`src/rtl/clsc_params.svh`:
```
`ifndef CLSC_PARAMS_SVH
`define CLSC_PARAMS_SVH

// ********************************************************
// Timing
// ********************************************************
`define CLSC_CLK_NS 10
`define CLSC_SHIFT_CYCLES 25
`define CLSC_FLUSH_NS 1000

// ********************************************************
// Addressing and general call commands
// ********************************************************
`define CLSC_ADDR_PREFIX 3'h1
`define CLSC_GC_ADDR 8'h00
`define CLSC_GC_RESET 8'h06
`define CLSC_GC_RESAMPLE 8'h04

// ********************************************************
// Register offsets
// ********************************************************
`define CLSC_REG_ACQ 8'h00
`define CLSC_REG_BW 8'h01
`define CLSC_REG_MISC 8'h02
`define CLSC_REG_ACQ_EFF 8'h03
`define CLSC_REG_BW_EFF 8'h04
`define CLSC_REG_TRIM 8'h90
`define CLSC_REG_GBW 8'h94
`define CLSC_REG_TEMP_BASE 6'h28
`define CLSC_REG_TEMP_CONF 8'ha4
`define CLSC_REG_ERR 8'hb0

// ********************************************************
// Reset values and frame limit
// ********************************************************
`define CLSC_CONF_RST 8'h00
`define CLSC_TRIM_RST 8'h40
`define CLSC_MAX_FRAMES 3'h4

`endif

```
`src/rtl/clsc_pkg.sv`:
```
package clsc_pkg;
  typedef logic [11:0] clsc_temp_t;
  typedef enum logic [2:0] {
    SEQ_IDLE, SEQ_EXPFLUSH, SEQ_EXPOSE, SEQ_SHIFT, SEQ_IGNORE,
    SEQ_PWRDN, SEQ_WAKE
  } clsc_seq_e;
  typedef enum logic [2:0] {
    I2C_IDLE, I2C_RX, I2C_RXACK, I2C_TX, I2C_TXACK
  } clsc_i2c_e;
endpackage

```
`src/rtl/clsc_reg_if.sv`:
```
`timescale 1ns/10ps
interface clsc_reg_if;
  logic ptrLoad;
  logic wrStb;
  logic rdStb;
  logic softRst;
  logic resample;
  logic [7:0] wdata;
  logic [7:0] rdata;
  logic [6:0] devAddr;
  modport slave(output ptrLoad, wrStb, rdStb, softRst, resample, wdata,
                input rdata, devAddr);
  modport regs(input ptrLoad, wrStb, rdStb, softRst, resample, wdata,
               output rdata, devAddr);
endinterface

```
`src/rtl/clsc_top.sv`:
```
`timescale 1ns/10ps
`include "clsc_params.svh"
module clsc_top #(
  parameter int FLUSH_NS = `CLSC_FLUSH_NS,
  parameter int SHIFT_CYC = `CLSC_SHIFT_CYCLES
) (
  input wire logic clk,
  input wire logic arst_n,
  input wire logic exposureGate,
  input wire logic pixelFlushPulse,
  input wire logic frameClearPulse,
  input wire logic powerDownPin,
  input wire logic [1:0] addressSelectA,
  input wire logic [1:0] addressSelectB,
  input wire logic readActive,
  input wire logic frameTaken,
  input wire logic tempValid,
  input wire clsc_pkg::clsc_temp_t tempLeft,
  input wire clsc_pkg::clsc_temp_t tempRight,
  input wire logic sclIn,
  input wire logic sdaIn,
  output logic sdaOut,
  output logic sdaOe,
  output logic pixelFlushActive,
  output logic storeClear,
  output logic readoutAbort,
  output logic frameAvailable,
  output logic shifting,
  output logic exposing,
  output logic powerDownActive,
  output logic [7:0] acqConf,
  output logic [7:0] bwConf,
  output logic [7:0] miscConf,
  output logic [7:0] oscTrim,
  output logic [7:0] gbwSel,
  output logic [7:0] tempConf
);
  import clsc_pkg::*;

  localparam int FLUSH_CYC = (FLUSH_NS + `CLSC_CLK_NS - 1) / `CLSC_CLK_NS;
  localparam logic [15:0] FLUSH_LD = 16'(FLUSH_CYC);

  // ********************************************************
  // Pin synchronisers
  // ********************************************************
  logic [7:0] pinS1, pinS2, pinS3;
  logic gate, gateRise, pixRise, clrRise, pdLvl;
  logic [1:0] selA, selB;

  always_ff @(posedge clk or negedge arst_n) begin
    if (!arst_n) begin
      pinS1 <= 8'h00;
      pinS2 <= 8'h00;
      pinS3 <= 8'h00;
    end else begin
      pinS1 <= {exposureGate, pixelFlushPulse, frameClearPulse,
                powerDownPin, addressSelectA, addressSelectB};
      pinS2 <= pinS1;
      pinS3 <= pinS2;
    end
  end

  assign gate = pinS2[7];
  assign gateRise = pinS2[7] && !pinS3[7];
  assign pixRise = pinS2[6] && !pinS3[6];
  assign clrRise = pinS2[5] && !pinS3[5];
  assign pdLvl = pinS2[4];
  assign selA = pinS2[3:2];
  assign selB = pinS2[1:0];

  // ********************************************************
  // Serial slave
  // ********************************************************
  clsc_reg_if rif();

  // Open drain: only ever pulls low
  assign sdaOut = 1'b0;

  clsc_i2c_slave u_slave (
    .clk(clk),
    .arst_n(arst_n),
    .sclIn(sclIn),
    .sdaIn(sdaIn),
    .sdaOe(sdaOe),
    .rif(rif)
  );

  // ********************************************************
  // Acquisition sequencer
  // ********************************************************
  clsc_seq_e st, stNext;
  logic [15:0] seqCnt_reg, seqCnt_next, flushCnt_reg, flushCnt_next;
  logic [2:0] frameCnt_reg, frameCnt_next;
  logic abort_next, clr_next, flushAct_next;

  always_comb begin
    stNext = st;
    seqCnt_next = (seqCnt_reg != 16'h0) ? seqCnt_reg - 16'h1 : 16'h0;
    flushCnt_next = (flushCnt_reg != 16'h0) ? flushCnt_reg - 16'h1 : 16'h0;
    frameCnt_next = frameCnt_reg;
    abort_next = 1'b0;
    clr_next = 1'b0;
    if (frameTaken && frameCnt_reg != 3'h0) begin
      frameCnt_next = frameCnt_reg - 3'h1;
    end
    if (pixRise && !gate && st == SEQ_IDLE) begin
      flushCnt_next = FLUSH_LD;
    end
    if (clrRise && st != SEQ_SHIFT) begin
      frameCnt_next = 3'h0;
      abort_next = 1'b1;
      clr_next = 1'b1;
    end
    unique case (st)
      SEQ_IDLE: begin
        if (pdLvl && !readActive) begin
          stNext = SEQ_PWRDN;
          frameCnt_next = 3'h0;
        end else if (gateRise) begin
          if (flushCnt_reg != 16'h0 || frameCnt_reg == `CLSC_MAX_FRAMES) begin
            stNext = SEQ_IGNORE;
          end else begin
            stNext = SEQ_EXPFLUSH;
            seqCnt_next = FLUSH_LD - 16'h1;
          end
        end
      end
      SEQ_EXPFLUSH: begin
        if (seqCnt_reg == 16'h0) begin
          stNext = SEQ_EXPOSE;
        end
      end
      SEQ_EXPOSE: begin
        if (!gate) begin
          stNext = SEQ_SHIFT;
          seqCnt_next = 16'(SHIFT_CYC - 1);
        end
      end
      SEQ_SHIFT: begin
        if (seqCnt_reg == 16'h0) begin
          stNext = SEQ_IDLE;
          frameCnt_next = frameCnt_next + 3'h1;
        end
      end
      SEQ_IGNORE: begin
        if (!gate) begin
          stNext = SEQ_IDLE;
        end
      end
      SEQ_PWRDN: begin
        frameCnt_next = 3'h0;
        if (!pdLvl) begin
          stNext = SEQ_WAKE;
          seqCnt_next = FLUSH_LD - 16'h1;
          clr_next = 1'b1;
        end
      end
      SEQ_WAKE: begin
        if (seqCnt_reg == 16'h0) begin
          stNext = SEQ_IDLE;
        end
      end
    endcase
    if (rif.softRst) begin
      stNext = SEQ_IDLE;
      seqCnt_next = 16'h0;
      flushCnt_next = 16'h0;
      frameCnt_next = 3'h0;
      abort_next = 1'b0;
      clr_next = 1'b0;
    end
    flushAct_next = flushCnt_next != 16'h0 || stNext == SEQ_EXPFLUSH ||
                    stNext == SEQ_WAKE;
  end

  // no path to the sampled stage
  always_ff @(posedge clk or negedge arst_n) begin
    if (!arst_n) begin
      st <= SEQ_IDLE;
      seqCnt_reg <= 16'h0;
      flushCnt_reg <= 16'h0;
      frameCnt_reg <= 3'h0;
      readoutAbort <= 1'b0;
      storeClear <= 1'b0;
      pixelFlushActive <= 1'b0;
      frameAvailable <= 1'b0;
      shifting <= 1'b0;
      exposing <= 1'b0;
      powerDownActive <= 1'b0;
    end else begin
      st <= stNext;
      seqCnt_reg <= seqCnt_next;
      flushCnt_reg <= flushCnt_next;
      frameCnt_reg <= frameCnt_next;
      readoutAbort <= abort_next;
      storeClear <= clr_next;
      pixelFlushActive <= flushAct_next;
      frameAvailable <= frameCnt_next != 3'h0;
      shifting <= stNext == SEQ_SHIFT;
      exposing <= stNext == SEQ_EXPOSE;
      powerDownActive <= stNext == SEQ_PWRDN;
    end
  end

  // ********************************************************
  // Register file
  // ********************************************************
  logic [7:0] ptr_reg, ptr_next;
  logic [7:0] acq_next, bw_next, misc_next, trim_next, gbw_next, tcf_next;
  clsc_temp_t tempL_reg, tempL_next, tempR_reg, tempR_next;
  logic [3:0] rdMask_reg, rdMask_next;
  logic [6:0] devAddr_reg, devAddr_next;
  logic [1:0] addrLoad_reg, addrLoad_next;
  logic [6:0] pinAddr;

  function automatic logic [1:0] tern(input logic [1:0] code);
    tern = (code == 2'h0) ? 2'h0 : (code == 2'h1) ? 2'h1 : 2'h3;
  endfunction

  assign pinAddr = {`CLSC_ADDR_PREFIX, tern(selB), tern(selA)};
  assign rif.devAddr = devAddr_reg;

  always_comb begin
    ptr_next = ptr_reg;
    acq_next = acqConf;
    bw_next = bwConf;
    misc_next = miscConf;
    trim_next = oscTrim;
    gbw_next = gbwSel;
    tcf_next = tempConf;
    rdMask_next = rdMask_reg;
    devAddr_next = devAddr_reg;
    addrLoad_next = addrLoad_reg;
    tempL_next = tempL_reg;
    tempR_next = tempR_reg;
    if (rif.ptrLoad) begin
      ptr_next = rif.wdata;
    end
    if (rif.wrStb) begin
      ptr_next = ptr_reg + 8'h1;
      case (ptr_reg)
        `CLSC_REG_ACQ: acq_next = rif.wdata;
        `CLSC_REG_BW: bw_next = rif.wdata;
        `CLSC_REG_MISC: misc_next = rif.wdata;
        `CLSC_REG_TRIM: trim_next = rif.wdata;
        `CLSC_REG_GBW: gbw_next = rif.wdata;
        `CLSC_REG_TEMP_CONF: tcf_next = rif.wdata;
        default: begin
        end
      endcase
    end
    if (rif.rdStb) begin
      ptr_next = ptr_reg + 8'h1;
      if (ptr_reg[7:2] == `CLSC_REG_TEMP_BASE) begin
        rdMask_next[ptr_reg[1:0]] = 1'b1;
      end
    end
    if (rdMask_next == 4'hf) begin
      rdMask_next = 4'h0;
    end
    // Frozen once any byte of the set is read, until all four are read
    if (tempValid && rdMask_reg == 4'h0) begin
      tempL_next = tempLeft;
      tempR_next = tempRight;
    end
    if (addrLoad_reg != 2'h0 || rif.resample) begin
      devAddr_next = pinAddr;
      addrLoad_next = (addrLoad_reg != 2'h0) ? addrLoad_reg - 2'h1 : 2'h0;
    end
    if (rif.softRst) begin
      ptr_next = 8'h00;
      acq_next = `CLSC_CONF_RST;
      bw_next = `CLSC_CONF_RST;
      misc_next = `CLSC_CONF_RST;
      trim_next = `CLSC_TRIM_RST;
      gbw_next = `CLSC_TRIM_RST;
      tcf_next = `CLSC_CONF_RST;
      rdMask_next = 4'h0;
      addrLoad_next = 2'h3;
    end
  end

  // Strap reload spans sync latency after release
  always_ff @(posedge clk or negedge arst_n) begin
    if (!arst_n) begin
      ptr_reg <= 8'h00;
      acqConf <= `CLSC_CONF_RST;
      bwConf <= `CLSC_CONF_RST;
      miscConf <= `CLSC_CONF_RST;
      oscTrim <= `CLSC_TRIM_RST;
      gbwSel <= `CLSC_TRIM_RST;
      tempConf <= `CLSC_CONF_RST;
      tempL_reg <= 12'h000;
      tempR_reg <= 12'h000;
      rdMask_reg <= 4'h0;
      devAddr_reg <= 7'h00;
      addrLoad_reg <= 2'h3;
    end else begin
      ptr_reg <= ptr_next;
      acqConf <= acq_next;
      bwConf <= bw_next;
      miscConf <= misc_next;
      oscTrim <= trim_next;
      gbwSel <= gbw_next;
      tempConf <= tcf_next;
      tempL_reg <= tempL_next;
      tempR_reg <= tempR_next;
      rdMask_reg <= rdMask_next;
      devAddr_reg <= devAddr_next;
      addrLoad_reg <= addrLoad_next;
    end
  end

  always_comb begin
    case (ptr_reg)
      `CLSC_REG_ACQ, `CLSC_REG_ACQ_EFF: rif.rdata = acqConf;
      `CLSC_REG_BW, `CLSC_REG_BW_EFF: rif.rdata = bwConf;
      `CLSC_REG_MISC: rif.rdata = miscConf;
      `CLSC_REG_TRIM: rif.rdata = oscTrim;
      `CLSC_REG_GBW: rif.rdata = gbwSel;
      {`CLSC_REG_TEMP_BASE, 2'h0}: rif.rdata = tempL_reg[7:0];
      {`CLSC_REG_TEMP_BASE, 2'h1}: rif.rdata = {4'h0, tempL_reg[11:8]};
      {`CLSC_REG_TEMP_BASE, 2'h2}: rif.rdata = tempR_reg[7:0];
      {`CLSC_REG_TEMP_BASE, 2'h3}: rif.rdata = {4'h0, tempR_reg[11:8]};
      `CLSC_REG_TEMP_CONF: rif.rdata = tempConf;
      default: rif.rdata = 8'h00;
    endcase
  end
endmodule

```
`src/rtl/clsc_i2c_slave.sv`:
```
`timescale 1ns/10ps
`include "clsc_params.svh"
module clsc_i2c_slave (
  input wire logic clk,
  input wire logic arst_n,
  input wire logic sclIn,
  input wire logic sdaIn,
  output logic sdaOe,
  clsc_reg_if.slave rif
);
  import clsc_pkg::*;

  // ********************************************************
  // Pin synchronisers, stage 2 vs 3 for edges
  // ********************************************************
  logic [2:0] sclS;
  logic [2:0] sdaS;
  logic sclRise, sclFall, startCond, stopCond;

  always_ff @(posedge clk or negedge arst_n) begin
    if (!arst_n) begin
      sclS <= 3'h7;
      sdaS <= 3'h7;
    end else begin
      sclS <= {sclS[1:0], sclIn};
      sdaS <= {sdaS[1:0], sdaIn};
    end
  end

  assign sclRise = sclS[1] && !sclS[2];
  assign sclFall = !sclS[1] && sclS[2];
  assign startCond = sclS[1] && sclS[2] && !sdaS[1] && sdaS[2];
  assign stopCond = sclS[1] && sclS[2] && sdaS[1] && !sdaS[2];

  // ********************************************************
  // Byte engine
  // ********************************************************
  clsc_i2c_e st, stNext;
  logic [3:0] bitCnt_reg, bitCnt_next;
  logic [7:0] sh_reg, sh_next;
  logic first_reg, first_next, ptrPh_reg, ptrPh_next;
  logic gc_reg, gc_next, rw_reg, rw_next, oe_reg, oe_next;

  assign rif.wdata = sh_reg;
  assign sdaOe = oe_reg;

  always_comb begin
    stNext = st;
    bitCnt_next = bitCnt_reg;
    sh_next = sh_reg;
    first_next = first_reg;
    ptrPh_next = ptrPh_reg;
    gc_next = gc_reg;
    rw_next = rw_reg;
    oe_next = oe_reg;
    rif.ptrLoad = 1'b0;
    rif.wrStb = 1'b0;
    rif.rdStb = 1'b0;
    rif.softRst = 1'b0;
    rif.resample = 1'b0;
    if (stopCond) begin
      stNext = I2C_IDLE;
      oe_next = 1'b0;
    end else if (startCond) begin
      stNext = I2C_RX;
      bitCnt_next = 4'h0;
      first_next = 1'b1;
      gc_next = 1'b0;
      rw_next = 1'b0;
      oe_next = 1'b0;
    end else begin
      unique case (st)
        I2C_IDLE: begin
        end
        I2C_RX: begin
          if (sclRise) begin
            sh_next = {sh_reg[6:0], sdaS[1]};
            bitCnt_next = bitCnt_reg + 4'h1;
          end else if (sclFall && bitCnt_reg == 4'h8) begin
            stNext = I2C_RXACK;
            oe_next = 1'b1;
            first_next = 1'b0;
            if (first_reg) begin
              if (sh_reg[7:1] == rif.devAddr) begin
                rw_next = sh_reg[0];
                ptrPh_next = !sh_reg[0];
              end else if (sh_reg == `CLSC_GC_ADDR) begin
                gc_next = 1'b1;
              end else begin
                stNext = I2C_IDLE;
                oe_next = 1'b0;
              end
            end else if (gc_reg) begin
              rif.softRst = (sh_reg == `CLSC_GC_RESET);
              rif.resample = (sh_reg == `CLSC_GC_RESAMPLE);
            end else if (ptrPh_reg) begin
              rif.ptrLoad = 1'b1;
              ptrPh_next = 1'b0;
            end else begin
              // write lands on last bit fall
              rif.wrStb = 1'b1;
            end
          end
        end
        I2C_RXACK: begin
          if (sclFall) begin
            bitCnt_next = 4'h0;
            oe_next = 1'b0;
            if (rw_reg) begin
              stNext = I2C_TX;
              rif.rdStb = 1'b1;
              sh_next = rif.rdata;
              oe_next = !rif.rdata[7];
            end else begin
              stNext = I2C_RX;
            end
          end
        end
        I2C_TX: begin
          if (sclFall) begin
            bitCnt_next = bitCnt_reg + 4'h1;
            if (bitCnt_reg == 4'h7) begin
              stNext = I2C_TXACK;
              oe_next = 1'b0;
            end else begin
              sh_next = {sh_reg[6:0], 1'b0};
              oe_next = !sh_reg[6];
            end
          end
        end
        I2C_TXACK: begin
          if (sclRise && sdaS[1]) begin
            stNext = I2C_IDLE;
          end else if (sclFall) begin
            stNext = I2C_TX;
            bitCnt_next = 4'h0;
            rif.rdStb = 1'b1;
            sh_next = rif.rdata;
            oe_next = !rif.rdata[7];
          end
        end
      endcase
    end
  end

  always_ff @(posedge clk or negedge arst_n) begin
    if (!arst_n) begin
      st <= I2C_IDLE;
      bitCnt_reg <= 4'h0;
      sh_reg <= 8'h00;
      first_reg <= 1'b0;
      ptrPh_reg <= 1'b0;
      gc_reg <= 1'b0;
      rw_reg <= 1'b0;
      oe_reg <= 1'b0;
    end else begin
      st <= stNext;
      bitCnt_reg <= bitCnt_next;
      sh_reg <= sh_next;
      first_reg <= first_next;
      ptrPh_reg <= ptrPh_next;
      gc_reg <= gc_next;
      rw_reg <= rw_next;
      oe_reg <= oe_next;
    end
  end
endmodule

```
`config.mk`:
```
export PLATFORM = sky130hd
export DESIGN_NAME = clsc_top
export DESIGN_NICKNAME = d
export VERILOG_FILES = /design/src/rtl/clsc_pkg.sv /design/src/rtl/clsc_reg_if.sv /design/src/rtl/clsc_top.sv /design/src/rtl/clsc_i2c_slave.sv
export VERILOG_INCLUDE_DIRS = /design/src /design/src/rtl
export SDC_FILE = /design/constraint.sdc
export NUM_CORES = 1
export LEC_CHECK = 0
export ABC_AREA = 1
export ABC_CLOCK_PERIOD_IN_PS = 2500
export BUFFER_PORTS_ARGS = -buffer_cell sky130_fd_sc_hd__buf_4
export CORE_ASPECT_RATIO = 0.6
export CORE_UTILIZATION = 23
export DETAILED_ROUTE_END_ITERATION = 7
export GPL_TIMING_DRIVEN = 0
export RECOVER_POWER = 50
export SLEW_MARGIN = 40
export SYNTH_ARGS = -nofsm -noshare
export SYNTH_HDL_FRONTEND = slang
export SYNTH_SLANG_ARGS = --single-unit
```
`constraint.sdc`:
```
create_clock -name clk -period 2.5 [get_ports clk]
set_input_delay 0.625 -clock clk [delete_from_list [all_inputs] [get_ports clk]]
set_output_delay 0.625 -clock clk [all_outputs]
set_load 0.1 [all_outputs]
```
==> metrics.md <==
| Metric | Value |
|---|---|
| Total power | `11.2 mW` |
| Post-Syn Instances | `1132` |
| Routed Antenna Nets | `0` |
| DRC viols | `0` |
| Clock Sinks | `181` |
| RSZ-0062 raised after global routing | `no` |
| Outcome | `finished, final reports clean` |
| Max VDD drop | `0.633 mV` |
| Synthesized Nets | `1182` |
| Comb pwr share | `39.1%` |
| Initial core utilization | `23.4%` |
| Leak | `5.44 nW` |
| Worst slew pin tran | `0.692 ns` |
| Clock skew | `0.0177 ns` |
| Avg WL per Cell | `15.3 µm` |
| CTS buffer count | `17` |
| Global-route wire length before repair | `43400 µm` |
| Top cell by count, worst path | `nand2_1` |
| Min-delay worst type | `input pin to flop` |
| Critical Path Max Stage Delay | `0.49 ns` |
| Sequential power share | `35.7%` |
| Family with the most delay on the worst path | `simple AND/OR/NAND/NOR gates` |
| Worst EP required | `2.80 ns` |
| CP arrival | `2.64 ns` |
| Core footprint | `39100 µm²` |
| Sw Ratio | `43.6%` |
| Ant diodes | `0` |
| Unique masters post-synth | `42` |
| Fin Hold WS | `0.289 ns` |
| Max_slew headroom | `53.8%` |
| Synthesis-to-finish area growth | `21.2%` |
| Clock share of power | `25.3%` |
| Top area cells in the synthesized netlist | `dfrtp_1 47%, nand2_1 11%, inv_1 6.2%` |
| Synth cell count leaders | `258 x nand2_1, 171 x dfrtp_1, 152 x inv_1` |
| Pre-Repair DR Iteration Count | `5` |
| Fill count | `4206` |
| Initial antenna violation count | `0` |
| Chip Width | `259 µm` |
| CTS H-tree lvls | `4` |
| Switching pwr | `4.87 mW` |
| Yosys Warn Count | `0` |
| Skew-Pair Late Insertion Delay | `0.45 ns` |
| DR iter-0 viols | `801` |
| Cell Pwr Density | `1010 nW/µm²` |
| Fin nets | `1299` |
| Synth area leader | `dfrtp_1` |
| Share of layout cells above drive strength 1 | `17.0%` |
| GR Overflow Total | `0` |
| CP Class | `flop to flop` |
| Total number of vias | `7975` |
| Final Hold Fails | `0` |
| Worst-path fanout max | `7` |
| CP max stage cell | `dfrtp_1` |
| Number of vias per cell | `4.47` |
| Mapped cell area | `9130 µm²` |
| CTS Buffer Depth | `2` |
| Worst-path clk slew | `0.07 ns` |
| Top FF cell, synth | `dfrtp_1` |
| Die area | `40500 µm²` |
| Maximum clock rate | `0.426 GHz` |
| Startpoint Class | `flop` |
| WL final | `27300 µm` |
| Part of the cycle the worst path needs | `93.8%` |
| Worst Path Buf+Inv | `1` |
| Post-synth top area share | `46.9%` |
| Largest net degree at the start of global routing | `69` |
| Synthesized flop and latch total | `181` |
| Max-cap violations | `0` |
| Die H | `156 µm` |
| Setup violations, final | `0` |
| # rows | `56` |
| Vias in the first global route | `7592` |
| Fin. max-slew vios | `0` |
| Tmin final | `2.34 ns` |
| Post-synth ARST share | `100%` |
| Input/output buffers | `94` |
| Io pins | `96` |
| Number of flops mapped to enable cells by yosys | `0` |
| Synth Area per Inst | `8.07 µm²` |
| Most frequent cell after synthesis | `nand2_1` |
| Crit path capture type | `flop` |
| Seq/Total Area, Yosys | `49.7%` |
| Root Buffer | `clkbuf_16` |
| Placer Congestion | `0.930` |
| Cell Chain, Critical Path | `inv_1, nand2_1, nor2_2, nand2_1, nor2_1, nand3_2, nand2_1, nor2_1, nand2_1, nand2_1, nand2_1, nand3_1` |
| Int Pwr | `6.30 mW` |
| DP HPWL | `20800 µm` |
| CTS tree | `yes` |
| GRT Overall Usage | `13.9%` |
==> cell usage in the layout, fill, tap and decap left out, drive strengths merged, types with 6 or more instances in the layout <==
cell	n
buf	44
nand3	75
nor2	154
nand3b	7
o211ai	6
clkbuf	83
ha	11
dfstp	10
mux2	24
o21ai	90
inv	172
dfrtp	171
a21oi	35
o22ai	29
xor2	16
nor3	17
nand2	266
xnor2	8
nand4	18
==> kinds of logic after synthesis <==
kind of cell | after synthesis | share of synthesized area, %
compound gates | 170 | 10.3
xor+xnor | 24 | 2.30
fa+ha+maj | 11 | 1.51
buf+inv | 177 | 7.56
flops | 181 | 49.7
mux | 24 | 2.96
other cells | 1 | 0.0411
simple gates | 544 | 25.6
==> what timing repair did <==
action,4_1_cts,5_1_grt
buffers inserted,0,0
hold buffers,1,0
gates resized for setup,0,7
endpoints found under the hold margin,4,0
endpoints found under the setup margin,0,32
==> cell type report <==
class / count / area, µm² / share of cell area [%]
well taps: 522 / 653 / 5.90
multi-input cells: 774 / 3910 / 35.4
plain buffers: 13 / 76.3 / 0.689
clock inverters: 14 / 180 / 1.63
flip-flops and latches: 181 / 4540 / 41.0
inverters: 164 / 616 / 5.56
repair buffers: 98 / 664 / 6.00
clock buffers: 17 / 425 / 3.84
==> per-stage QoR <==
step / setup TNS [ns] / utilization [%] / cells / worst slack [ns] / cell area (µm²)
2_1_floorplan: 0 / - / 1132 / 0.705 / 9130
3_3_place_gp: -71.07 / 26.8 / 1748 / -0.438 / 10500
3_5_place_dp: 0 / 27.1 / 1751 / 0.0405 / 10600
4_1_cts: 0 / 28.6 / 1783 / 0.0272 / 11200
5_1_grt: 0 / 28.3 / 1783 / 0.0181 / 11100
6_report: 0 / 28.3 / 1783 / 0.155 / 11100
==> metal layers <==
metal / part of all wire, % / up-vias / global-route usage [%]
li1: - / 3907 / -
met1: 52 / 3826 / 21.3
met2: 41 / 226 / 18.7
met3: 6.9 / 16 / 3.85
met4: 0.92 / 0 / 3.14
met5: 0 / - / 0
==> power groups by stage <==
stage	combinational [mW]	sequential [mW]	clock [mW]
after global placement	4.21	4.01	0
after global routing	4.94	4.05	3.03
after CTS	4.32	3.97	2.91
after floorplan	2.97	4.10	0
after detailed placement	4.29	4.02	0
final	4.37	3.98	2.82
==> final timing paths <==
check                                                      start                    endpoint  slack (ns)  cells past startpoint
worst max-delay path            u_slave.rif.wdata[6]$_DFFE_PN0P_  pixelFlushActive$_DFF_PN0_        0.16                     12
max in group asynchronous                                 arst_n      oscTrim[6]$_DFFE_PN1P_        0.46                      5
worst min-delay path                                       sdaIn   u_slave.sdaS[0]$_DFF_PN1_        0.29                      1
worst max register to register  u_slave.rif.wdata[6]$_DFFE_PN0P_  pixelFlushActive$_DFF_PN0_        0.16                     12
worst min register to register                pinS1[4]$_DFF_PN0_          pinS2[4]$_DFF_PN0_        0.35                      0
min in group asynchronous                                 arst_n          pinS1[0]$_DFF_PN0_        0.65                      2
No activity file was read; power rests on OpenSTA's default activity.
